**config.mk**
```make
export PLATFORM = sky130hd
export DESIGN_NAME = swd_safety_watchdog
export DESIGN_NICKNAME = d
export VERILOG_FILES = /design/src/swd_safety_watchdog.v
export VERILOG_INCLUDE_DIRS = /design/src
export SDC_FILE = /design/constraint.sdc
export NUM_CORES = 1
export LEC_CHECK = 0
export BUFFER_PORTS_ARGS = -buffer_cell sky130_fd_sc_hd__buf_2
export CORE_MARGIN = 2
export CORE_UTILIZATION = 62
export CTS_BUF_LIST = sky130_fd_sc_hd__clkbuf_8
export CTS_CLUSTER_SIZE = 16
export DETAILED_ROUTE_END_ITERATION = 10
export MAX_ROUTING_LAYER = met4
export PLACE_DENSITY = 0.86
export SLEW_MARGIN = 20
export SYNTH_ARGS = -nofsm -noshare
export SYNTH_HDL_FRONTEND = slang
export SYNTH_SLANG_ARGS = --single-unit
export TNS_END_PERCENT = 20
```
**constraint.sdc**
```tcl
create_clock -name clk_i -period 5.8 [get_ports clk_i]
set_clock_uncertainty 0.15 [all_clocks]
set_input_delay 1.16 -clock clk_i [delete_from_list [all_inputs] [get_ports clk_i]]
set_output_delay 1.16 -clock clk_i [all_outputs]
set_load 0.005 [all_outputs]
```
**src/swd_safety_watchdog_regs.vh**
```
// Functional notes
// - 12-bit down counter, slow clock over 128
// - Reload value resets to 0xFFF
// - Comes up disabled, mode register defaulted
// - Mode register writable once per reset
// - Mode write reloads counter and restarts
// - Full-word key 0xC4 with restart bit reloads counter unless window error
// - Wrong key write is discarded
// - Underflow sets flag, fault if reset enabled
// - Restart above delta sets error and fault
// - Delta at or above reload disables window
// - Interrupt on flags when irq enabled
// - Processor-only bit selects reset scope
// - Status read clears flags, irq, fault
// - Watchdog reset clears both flags
// - Flags sticky until status read
// - Debug halt stops counter in debug
// - Idle halt stops counter in idle
// - Main RC clock selected when main RC enabled or primary uses slow RC
`ifndef SWD_SAFETY_WATCHDOG_REGS_VH
`define SWD_SAFETY_WATCHDOG_REGS_VH
`define SWD_ADDR_W          4
`define SWD_OFF_CMD         4'h0
`define SWD_OFF_CFG         4'h4
`define SWD_OFF_FLAGS       4'h8
`define SWD_CFG_RESET       32'h3FFFAFFF
`define SWD_CFG_WMASK       32'h3FFFFFFF
`define SWD_KEY_HI          31
`define SWD_KEY_LO          24
`define SWD_PASSWORD        8'hC4
`define SWD_RESTART_BIT     0
`define SWD_RV_HI           11
`define SWD_RV_LO           0
`define SWD_FIEN_BIT        12
`define SWD_RSTEN_BIT       13
`define SWD_PROC_BIT        14
`define SWD_OFF_BIT         15
`define SWD_WD_HI           27
`define SWD_WD_LO           16
`define SWD_DBG_BIT         28
`define SWD_IDLE_BIT        29
`define SWD_PRESCALE_MAX    7'h7F
`define SWD_CNT_ZERO        12'h000
`define SWD_CNT_ONE         12'h001
`define SWD_PRE_ZERO        7'h00
`define SWD_PRE_ONE         7'h01
`endif

```
**src/swd_safety_watchdog.v**
```verilog
// Register access over Avalon-MM was left to the implementer.
`timescale 1ns/1ps
`include "swd_safety_watchdog_regs.vh"
module swd_safety_watchdog (
    input  wire        clk_i,
    input  wire        rst_b_i,
    input  wire [3:0]  avs_address_i,
    input  wire        avs_read_i,
    input  wire        avs_write_i,
    input  wire [31:0] avs_writedata_i,
    input  wire [3:0]  avs_byteenable_i,
    output reg  [31:0] avs_readdata_o,
    output reg         avs_waitrequest_o,
    input  wire        slow_rc_clk_i,
    input  wire        main_rc_div_clk_i,
    input  wire        main_rc_enabled_i,
    input  wire        primary_uses_slow_rc_i,
    input  wire        debug_state_i,
    input  wire        idle_mode_i,
    output reg         fault_o,
    output reg         fault_all_resets_o,
    output reg         fault_proc_reset_o,
    output reg         irq_o
);

////////////////////////////////////////////////////////////////////////////////
// Input synchronisers
reg  [1:0]  slow_sync_r;
reg  [1:0]  main_sync_r;
reg  [1:0]  sel_sync_r;
reg  [1:0]  dbg_sync_r;
reg  [1:0]  idle_sync_r;
reg         tick_src_prev_r;

wire        use_main_w = sel_sync_r[1];
wire        src_lvl_w  = use_main_w ? main_sync_r[1] : slow_sync_r[1];
wire        slow_tick_w = src_lvl_w & ~tick_src_prev_r;

always @(posedge clk_i or negedge rst_b_i) begin
    if (!rst_b_i) begin
        slow_sync_r     <= 2'h0;
        main_sync_r     <= 2'h0;
        sel_sync_r      <= 2'h0;
        dbg_sync_r      <= 2'h0;
        idle_sync_r     <= 2'h0;
        tick_src_prev_r <= 1'b0;
    end else begin
        slow_sync_r     <= {slow_sync_r[0], slow_rc_clk_i};
        main_sync_r     <= {main_sync_r[0], main_rc_div_clk_i};
        sel_sync_r      <= {sel_sync_r[0], main_rc_enabled_i | primary_uses_slow_rc_i};
        dbg_sync_r      <= {dbg_sync_r[0], debug_state_i};
        idle_sync_r     <= {idle_sync_r[0], idle_mode_i};
        tick_src_prev_r <= src_lvl_w;
    end
end

////////////////////////////////////////////////////////////////////////////////
// Register bus
reg  [31:0] cfg_r;
reg         cfg_locked_r;
reg         ack_r;
reg  [11:0] cnt_r;
reg  [6:0]  pre_r;
reg         unf_r;
reg         err_r;

wire        req_w      = (avs_read_i | avs_write_i) & ~ack_r;
wire        wr_w       = avs_write_i & ~ack_r;
wire        rd_w       = avs_read_i & ~ack_r;
wire        cmd_hit_w  = wr_w & (avs_address_i == `SWD_OFF_CMD) & (&avs_byteenable_i);
wire        key_ok_w   = avs_writedata_i[`SWD_KEY_HI:`SWD_KEY_LO] == `SWD_PASSWORD;
wire        restart_w  = cmd_hit_w & key_ok_w & avs_writedata_i[`SWD_RESTART_BIT];
wire        cfg_wr_w   = wr_w & (avs_address_i == `SWD_OFF_CFG) & ~cfg_locked_r;
wire        flags_rd_w = rd_w & (avs_address_i == `SWD_OFF_FLAGS);

wire [11:0] reload_w   = cfg_r[`SWD_RV_HI:`SWD_RV_LO];
wire [11:0] delta_w    = cfg_r[`SWD_WD_HI:`SWD_WD_LO];
wire        off_w      = cfg_r[`SWD_OFF_BIT];
wire        win_err_w  = restart_w & (delta_w < reload_w) & (cnt_r > delta_w);

reg  [31:0] cfg_byte_w;
reg  [31:0] rdata_nxt;
integer     bi;

always @* begin
    cfg_byte_w = cfg_r;
    for (bi = 0; bi < 4; bi = bi + 1) begin
        if (avs_byteenable_i[bi]) begin
            cfg_byte_w[bi*8 +: 8] = avs_writedata_i[bi*8 +: 8];
        end
    end
    cfg_byte_w = cfg_byte_w & `SWD_CFG_WMASK;
end

always @* begin
    case (avs_address_i)
        `SWD_OFF_CFG:   rdata_nxt = cfg_r;
        `SWD_OFF_FLAGS: rdata_nxt = {30'h00000000, err_r, unf_r};
        default:        rdata_nxt = 32'h00000000;
    endcase
end

always @(posedge clk_i or negedge rst_b_i) begin
    if (!rst_b_i) begin
        ack_r             <= 1'b0;
        avs_waitrequest_o <= 1'b1;
        avs_readdata_o    <= 32'h00000000;
        cfg_r             <= `SWD_CFG_RESET;
        cfg_locked_r      <= 1'b0;
    end else begin
        ack_r             <= req_w;
        avs_waitrequest_o <= ~req_w;
        if (rd_w) begin
            avs_readdata_o <= rdata_nxt;
        end
        if (cfg_wr_w) begin
            cfg_r        <= cfg_byte_w;
            cfg_locked_r <= 1'b1;
        end
    end
end

////////////////////////////////////////////////////////////////////////////////
// Prescaler and counter
wire        halted_w   = off_w | (cfg_r[`SWD_DBG_BIT] & dbg_sync_r[1])
                       | (cfg_r[`SWD_IDLE_BIT] & idle_sync_r[1]);
wire        pre_tick_w = slow_tick_w & ~halted_w & (pre_r == `SWD_PRESCALE_MAX);
wire        underflow_w = pre_tick_w & (cnt_r == `SWD_CNT_ZERO);

always @(posedge clk_i or negedge rst_b_i) begin
    if (!rst_b_i) begin
        pre_r <= `SWD_PRE_ZERO;
        cnt_r <= `SWD_CNT_ZERO;
    end else if (cfg_wr_w) begin
        pre_r <= `SWD_PRE_ZERO;
        cnt_r <= cfg_byte_w[`SWD_RV_HI:`SWD_RV_LO];
    end else if (restart_w & ~win_err_w) begin
        pre_r <= `SWD_PRE_ZERO;
        cnt_r <= reload_w;
    end else if (slow_tick_w & ~halted_w) begin
        pre_r <= pre_r + `SWD_PRE_ONE;
        if (pre_tick_w) begin
            cnt_r <= underflow_w ? reload_w : cnt_r - `SWD_CNT_ONE;
        end
    end
end

////////////////////////////////////////////////////////////////////////////////
// Status flags and fault outputs
wire        unf_nxt = underflow_w | (unf_r & ~flags_rd_w);
wire        err_nxt = win_err_w | (err_r & ~flags_rd_w);
wire        any_nxt = unf_nxt | err_nxt;
wire        rst_en_w = cfg_r[`SWD_RSTEN_BIT];

always @(posedge clk_i or negedge rst_b_i) begin
    if (!rst_b_i) begin
        unf_r              <= 1'b0;
        err_r              <= 1'b0;
        fault_o            <= 1'b0;
        fault_all_resets_o <= 1'b0;
        fault_proc_reset_o <= 1'b0;
        irq_o              <= 1'b0;
    end else begin
        unf_r              <= unf_nxt;
        err_r              <= err_nxt;
        fault_o            <= (unf_nxt & rst_en_w) | err_nxt;
        fault_all_resets_o <= any_nxt & rst_en_w & ~cfg_r[`SWD_PROC_BIT];
        fault_proc_reset_o <= any_nxt & rst_en_w & cfg_r[`SWD_PROC_BIT];
        irq_o              <= any_nxt & cfg_r[`SWD_FIEN_BIT];
    end
end

endmodule // swd_safety_watchdog

```
==> impl_metrics.env, run 1 <==
export IMPL_hold_path_class="reg2reg"
export IMPL_cts_buffers=9
export IMPL_cp_required_ns=5.90
export IMPL_hold_start="dbg_sync_r[0]$_DFF_PN0_"
export IMPL_netlist_area_sq_um=4890
export IMPL_synth_distinct_cells=55
export IMPL_core_area_sq_um=7690
export IMPL_yosys_warnings=0
export IMPL_wl_microns=11400
export IMPL_synthCells=432
export IMPL_h_tree_depth=3
export IMPL_die_w_microns=92.8
export IMPL_finalSetupTns_ns=0
export IMPL_async_reset_ff_share_pct=100
export IMPL_clk_pin_slew_ns=0.10
export IMPL_hpwl_microns=8540
export IMPL_maxCapViolations=0
export IMPL_cts_buffer_depth=2
export IMPL_avgSynthCellArea_sq_um=11.3
export IMPL_max_freq_mhz=290
export IMPL_post_cts_resized=0
export IMPL_grtUsageTotal_pct=29.3
export IMPL_cts_tree="built"
export IMPL_powerDensity_nw_per_um2=349
export IMPL_clkLatencyLatePin_ns=0.37
export IMPL_clock_sinks=99
export IMPL_io_pins=87
export IMPL_ir_drop_mv=0.223
export IMPL_drt_iter0_markers=241
export IMPL_port_buffers=84
export IMPL_hold_viol_final=0
export IMPL_p_leak_nw=2.78
export IMPL_relSlewSlack_pct=46.8
export IMPL_r2r_cells=10
export IMPL_final_core_util_pct=72.8
export IMPL_rr_startpoint="cfg_r[9]$_DFFE_PN1P_"
export IMPL_synth_edf_count=0
export IMPL_synth_flop_cell="dfrtp_1"
export IMPL_end_kind="flip-flop"
export IMPL_holdBufCountCts=0
export IMPL_root_buffer="clkbuf_8"
export IMPL_die_h_microns=92.8
export IMPL_final_layout_size_suffix_gt1_share_pct=32.4
export IMPL_finalPower_mw=1.95
export IMPL_grt_max_degree=60
export IMPL_vias=3753
export IMPL_rows=32
export IMPL_syn_to_final_growth_pct=14.4
export IMPL_cp_slowest_cell="nor2_1"
export IMPL_routedWlPerCell_microns=18.3
export IMPL_min_path_cells=0
export IMPL_initial_utilization_pct=63.6
export IMPL_reg2reg_slack_ns=2.35
export IMPL_hold_end="dbg_sync_r[1]$_DFF_PN0_"
export IMPL_tightestPinTransition_ns=0.791
export IMPL_dr_pass1_iters=5
export IMPL_ys_seq_area_share_pct=51.4
export IMPL_ys_ff_latch=99
export IMPL_timing_final_crit_share_pct=59.5
export IMPL_fin_crit_ns=3.45
export IMPL_cp_cell_sequence="inv_1 > ha_1 > a211oi_1 > nor2_1 > or3_1 > a211o_1 > o21ba_2 > nor2_1 > nor3_1 > a211o_1"
export IMPL_final_net_count=591
export IMPL_gp_congestion=0.889
export IMPL_grt_overflow=0
export IMPL_viasPerCell=6.02
export IMPL_antenna_cells=0
export IMPL_slew_violations=0
export IMPL_die_area_sq_um=8610
export IMPL_r2r_end="cnt_r[4]$_DFFE_PN0P_"
export IMPL_start_kind="flip-flop"
export IMPL_critPathMaxFanout=12
export IMPL_grt_pass1_vias=3829
export IMPL_drc=0
export IMPL_crit_arrival_ns=3.55
export IMPL_status="finished clean"
export IMPL_crit_type="reg2reg"
export IMPL_grt_pass1_wl_microns=18900
export IMPL_antenna_left=0
export IMPL_postCtsSetupBuffers=0
export IMPL_rsz0062_at_grt="false"
export IMPL_finalSetupViolations=0
export IMPL_cpPeakStageDelay_ns=0.60
export IMPL_antenna_found_initial=0
-- routing by layer --
metal | vias up | track usage, % | wire, microns
li1 | 1733 | - | -
met1 | 1847 | 37.9 | 4850
met2 | 139 | 46.2 | 5510
met3 | 34 | 3.82 | 552
met4 | 0 | 14.2 | 457
met5 | - | - | 0
-- worst max-delay path, delay by kind of cell (launching register included) --
family          cells  cell delay [ns]
buf+inv             1             0.06
fa+ha+maj           1             0.30
simple gates        4             1.19
compound gates      4             1.06
flops               1             0.56
-- flip-flops by register name, summed over array words and instances, names as in the netlist, 2 cells and up --
name and cells:
sel_sync_r 2, main_sync_r 2, slow_sync_r 2, pre_r 7
avs_readdata_o 30, cnt_r 12, idle_sync_r 2, dbg_sync_r 2
cfg_r 30
-- power by group --
group	internal, mW	switching (mW)
clock network	0.200	0.243
registers	0.823	0.128
logic	0.263	0.296
total	1.29	0.667
-- cells by family (layout without fill, tap and decap cells) --
family                     Yosys count  count (layout)  synth area share, %
and+or+nand+nor                    118             118                 12.5
adders and majority gates           25              25                 6.40
AOI/OAI and AO/OA                   91              91                 14.6
xor gates and xnor gates            14              14                 2.51
DFF                                 99              99                 51.4
muxes                               40              40                 8.93
buffers and inverters               44             132                 3.58
other                                1               2               0.0767
-- synth_stat cells, types with 2 or more instances --
master    count  share of area [%]
mux2_2       29                6.7
nand3_1       8               0.82
a222oi_1      2               0.41
or4_1         3               0.46
nor2b_1       3               0.38
nor4b_1       2               0.36
dfstp_2      29                 16
o21ai_0       8               0.82
o31ai_1       2               0.31
a211o_1       6                1.1
o221ai_1      7                1.3
or2_2         4               0.51
ha_1         25                6.4
clkbuf_1     10               0.77
a21oi_1      15                1.5
and2_1        3               0.38
a211oi_1      2               0.31
and3_1        3               0.38
dfrtp_1      70                 36
nor3_1        6               0.61
nand2_1      33                2.5
buf_4         2               0.31
buf_2         2               0.20
o21a_1        2               0.31
nor2_1       29                2.2
a22o_1       28                5.0
nand4_1       5               0.64
or3_1         4               0.51
and4_1        3               0.54
xnor2_1       4               0.72
xor2_1       10                1.8
o211ai_1      6               0.92
a21o_1        3               0.46
mux2i_1      11                2.3
nand2b_1      4               0.51
inv_1        30                2.3
-- stage by stage --
stage	cell area [sq um]	hold WS (ns)	worst slack, ns	std cells
6_report	5590	0.206	2.35	623
5_1_grt	5590	0.210	2.19	623
4_1_cts	5590	0.208	2.34	623
3_5_place_dp	5400	0.185	2.27	607
3_3_place_gp	5400	0.182	2.29	607
2_1_floorplan	4890	0.181	2.63	433
-- how the worst max path moves through the flow --
| stage | startpoint | endpoint | cells past startpoint |
|---|---|---|---|
| after floorplan | avs_byteenable_i[0] | cnt_r[3]$_DFFE_PN0P_ | 10 |
| after detailed placement | avs_address_i[3] | cnt_r[10]$_DFFE_PN0P_ | 9 |
| after global placement | avs_address_i[3] | cnt_r[9]$_DFFE_PN0P_ | 8 |
| after global routing | cfg_r[9]$_DFFE_PN1P_ | cnt_r[4]$_DFFE_PN0P_ | 10 |
| final | cfg_r[9]$_DFFE_PN1P_ | cnt_r[4]$_DFFE_PN0P_ | 10 |
| after CTS | cfg_r[9]$_DFFE_PN1P_ | cnt_r[4]$_DFFE_PN0P_ | 10 |
-- cells in the final DEF (no fill, tap or decap), types with 5 or more instances in the layout --
cell type / n
nor3_1: 6
nand4_1: 5
dfstp_2: 29
mux2_2: 29
a22o_1: 28
a21oi_1: 15
ha_1: 25
nor2_1: 29
buf_2: 83
clkbuf_8: 9
o211ai_1: 6
o21ai_0: 8
a211o_1: 6
o221ai_1: 7
xor2_1: 10
inv_1: 32
mux2i_1: 11
nand3_1: 8
dfrtp_1: 70
nand2_1: 33
-- layout make-up --
type	instances	area (sq um)
Clock inverter	7	70.1
Tap cell	102	128
Clock buffer	9	124
Multi-Input combinational cell	290	2210
Sequential cell	99	2510
Fill cell	582	2090
Timing Repair Buffer	86	438
Inverter	30	113
No activity file was read; power rests on OpenSTA's default activity.
==> run 2: changes to the inputs <==
- CORE_UTILIZATION: 62 -> 58
- PLACE_DENSITY: 0.86 -> 0.81
- clock period: 5.8 -> 3.3 ns (I/O delays scaled with it)
==> run 2 against run 1 <==
Utilization fell by 3.3 points. Combinational power rose by 78%. Clock power rose by 93%. Cell area rose by 1.5%. Power rose by 80%. Worst setup slack got worse by 2.2 ns. Global-route usage fell by 2.4 points.
==> impl_metrics.env, run 2 (same netlist as run 1, synthesis figures left out) <==
export IMPL_initial_utilization_pct=59.8
export IMPL_grt_max_degree=59
export IMPL_cts_buffers=9
export IMPL_h_tree_depth=3
export IMPL_relSlewSlack_pct=55.6
export IMPL_cp_slowest_cell="dfstp_2"
export IMPL_cpPeakStageDelay_ns=0.57
export IMPL_grt_pass1_vias=3708
export IMPL_crit_type="reg2reg"
export IMPL_p_sw_share_pct=34.2
export IMPL_die_w_microns=95.8
export IMPL_power_frac_seq_pct=47.5
export IMPL_cts_tree="built"
export IMPL_grt_overflow=0
export IMPL_crit_end="cnt_r[2]$_DFFE_PN0P_"
export IMPL_end_kind="flip-flop"
export IMPL_port_buffers=84
export IMPL_critPathMaxFanout=11
export IMPL_reg2reg_slack_ns=0.19
export IMPL_ir_drop_mv=0.372
export IMPL_r2r_end="cnt_r[2]$_DFFE_PN0P_"
export IMPL_cp_top_family="simple AND/OR/NAND/NOR gates"
export IMPL_clk_pin_slew_ns=0.10
export IMPL_antenna_left=0
export IMPL_grtUsageTotal_pct=26.9
export IMPL_slew_violations=0
export IMPL_start_kind="flip-flop"
export IMPL_top_regs="avs_readdata_o: 30 flops, cfg_r: 30 flops, cnt_r: 12 flops"
export IMPL_clockPowerShare_pct=24.2
export IMPL_final_core_util_pct=69.4
export IMPL_cp_required_ns=3.38
export IMPL_power_net_switching_mw=1.20
export IMPL_p_int_mw=2.31
export IMPL_die_h_microns=95.8
export IMPL_clock_sinks=99
export IMPL_antenna_cells=0
export IMPL_finalPower_mw=3.52
export IMPL_timing_hold_ws_ns=0.106
export IMPL_tightestPinTransition_ns=0.666
export IMPL_fin_crit_ns=3.11
export IMPL_powerDensity_nw_per_um2=620
export IMPL_crit_arrival_ns=3.20
export IMPL_max_freq_mhz=321
export IMPL_die_area_sq_um=9180
export IMPL_finalSetupViolations=0
export IMPL_syn_to_final_growth_pct=16.0
export IMPL_cp_cell_sequence="inv_1 > ha_1 > a211oi_1 > nor2_1 > or3_1 > a211o_1 > o21ba_2 > nand2b_1 > nand2_1 > o221ai_1"
export IMPL_vias=3791
export IMPL_rows=33
export IMPL_root_buffer="clkbuf_8"
export IMPL_wl_microns=11400
export IMPL_antenna_found_initial=0
export IMPL_layout_commonest_cell="buf_2"
export IMPL_final_net_count=596
export IMPL_combinationalPowerShare_pct=28.2
export IMPL_r2r_cells=10
export IMPL_final_cell_mix="83 x buf_2, 70 x dfrtp_1, 33 x nand2_1"
export IMPL_path_buf_inv=1
export IMPL_p_leak_nw=2.81
export IMPL_io_pins=87
export IMPL_viasPerCell=6.01
export IMPL_dr_pass1_iters=5
export IMPL_finalSetupTns_ns=0
export IMPL_startpoint="cfg_r[9]$_DFFE_PN1P_"
export IMPL_status="finished clean"
export IMPL_hold_viol_final=0
export IMPL_cp_num_cells=10
export IMPL_final_layout_size_suffix_gt1_share_pct=33.5
export IMPL_drc=0
export IMPL_rr_startpoint="cfg_r[9]$_DFFE_PN1P_"
export IMPL_clkLatencyLatePin_ns=0.37
export IMPL_timing_final_crit_share_pct=94.4
export IMPL_drt_iter0_markers=245
export IMPL_hpwl_microns=8440
export IMPL_core_area_sq_um=8180
export IMPL_cts_buffer_depth=2
export IMPL_maxCapViolations=0
export IMPL_grt_pass1_wl_microns=18200
export IMPL_gp_congestion=0.942
export IMPL_fillers=640
export IMPL_hold_path_class="in2async"
export IMPL_routedWlPerCell_microns=18.1
[run 2: cell count changes in the layout (fill, tap and decap cells not counted), moves of 2 or more]
cell        previous run  this run
inv_6                  2         4
clkinvlp_4             2         0
buf_4                  3         7
inv_1                 32        30
[run 2: worst min-delay path by stage]
stage / end / start / slack, ns
3_5_place_dp: slow_sync_r[1]$_DFF_PN0_ / slow_sync_r[0]$_DFF_PN0_ / 0.19
2_1_floorplan: dbg_sync_r[1]$_DFF_PN0_ / dbg_sync_r[0]$_DFF_PN0_ / 0.18
3_3_place_gp: idle_sync_r[1]$_DFF_PN0_ / idle_sync_r[0]$_DFF_PN0_ / 0.18
6_report: avs_readdata_o[29]$_DFFE_PN0P_ / rst_b_i / 0.11
4_1_cts: avs_readdata_o[29]$_DFFE_PN0P_ / rst_b_i / 0.12
5_1_grt: avs_readdata_o[29]$_DFFE_PN0P_ / rst_b_i / 0.15
[run 2: power groups by stage]
| stage | clock, mW | sequential (mW) | combinational, mW |
|---|---|---|---|
| floorplan | 0 | 1.62 | 0.722 |
| global placement | 0 | 1.67 | 0.937 |
| detailed placement | 0 | 1.69 | 0.971 |
| CTS | 0.862 | 1.66 | 0.982 |
| global route | 0.910 | 1.70 | 1.13 |
| finish | 0.853 | 1.67 | 0.993 |
[run 2: routing by layer]
layer	up-vias	global-route usage, %	part of all wire [%]
met3	22	3.99	6.7
li1	1739	-	-
met2	142	41.6	47
met4	0	10.6	2.0
met5	-	-	0
met1	1888	36.1	44
[run 2: worst reg2reg max path: stages, from the launching register on]
cell	delay (ns)
dfstp_2	0.57
inv_1	0.05
ha_1	0.30
a211oi_1	0.20
nor2_1	0.08
or3_1	0.40
a211o_1	0.29
o21ba_2	0.29
nand2b_1	0.27
nand2_1	0.22
o221ai_1	0.15
[run 2: per-stage QoR]
step | instance area [sq um] | std cells | setup WS (ns)
floorplan | 4890 | 433 | 0.446
global placement | 5450 | 615 | 0.103
detailed placement | 5450 | 615 | 0.104
CTS | 5670 | 631 | 0.147
global route | 5680 | 631 | -0.0164
finish | 5680 | 631 | 0.186
[run 2: what timing repair did]
| item | in CTS | in global routing |
|---|---|---|
| hold buffers | 0 | 0 |
| gates resized for setup | 0 | 1 |
| buffers inserted | 0 | 0 |
| setup endpoints to repair | 0 | 1 |
[run 2: layout make-up]
type                            count  area [sq um]  share of cell area (%)
Sequential cell                    99          2510                    44.3
Multi-Input combinational cell    290          2220                    39.0
Timing Repair Buffer               91           488                    8.60
Clock buffer                       10           138                    2.43
Tap cell                          105           131                    2.31
Inverter                           30           113                    1.98
Clock inverter                      6          76.3                    1.34
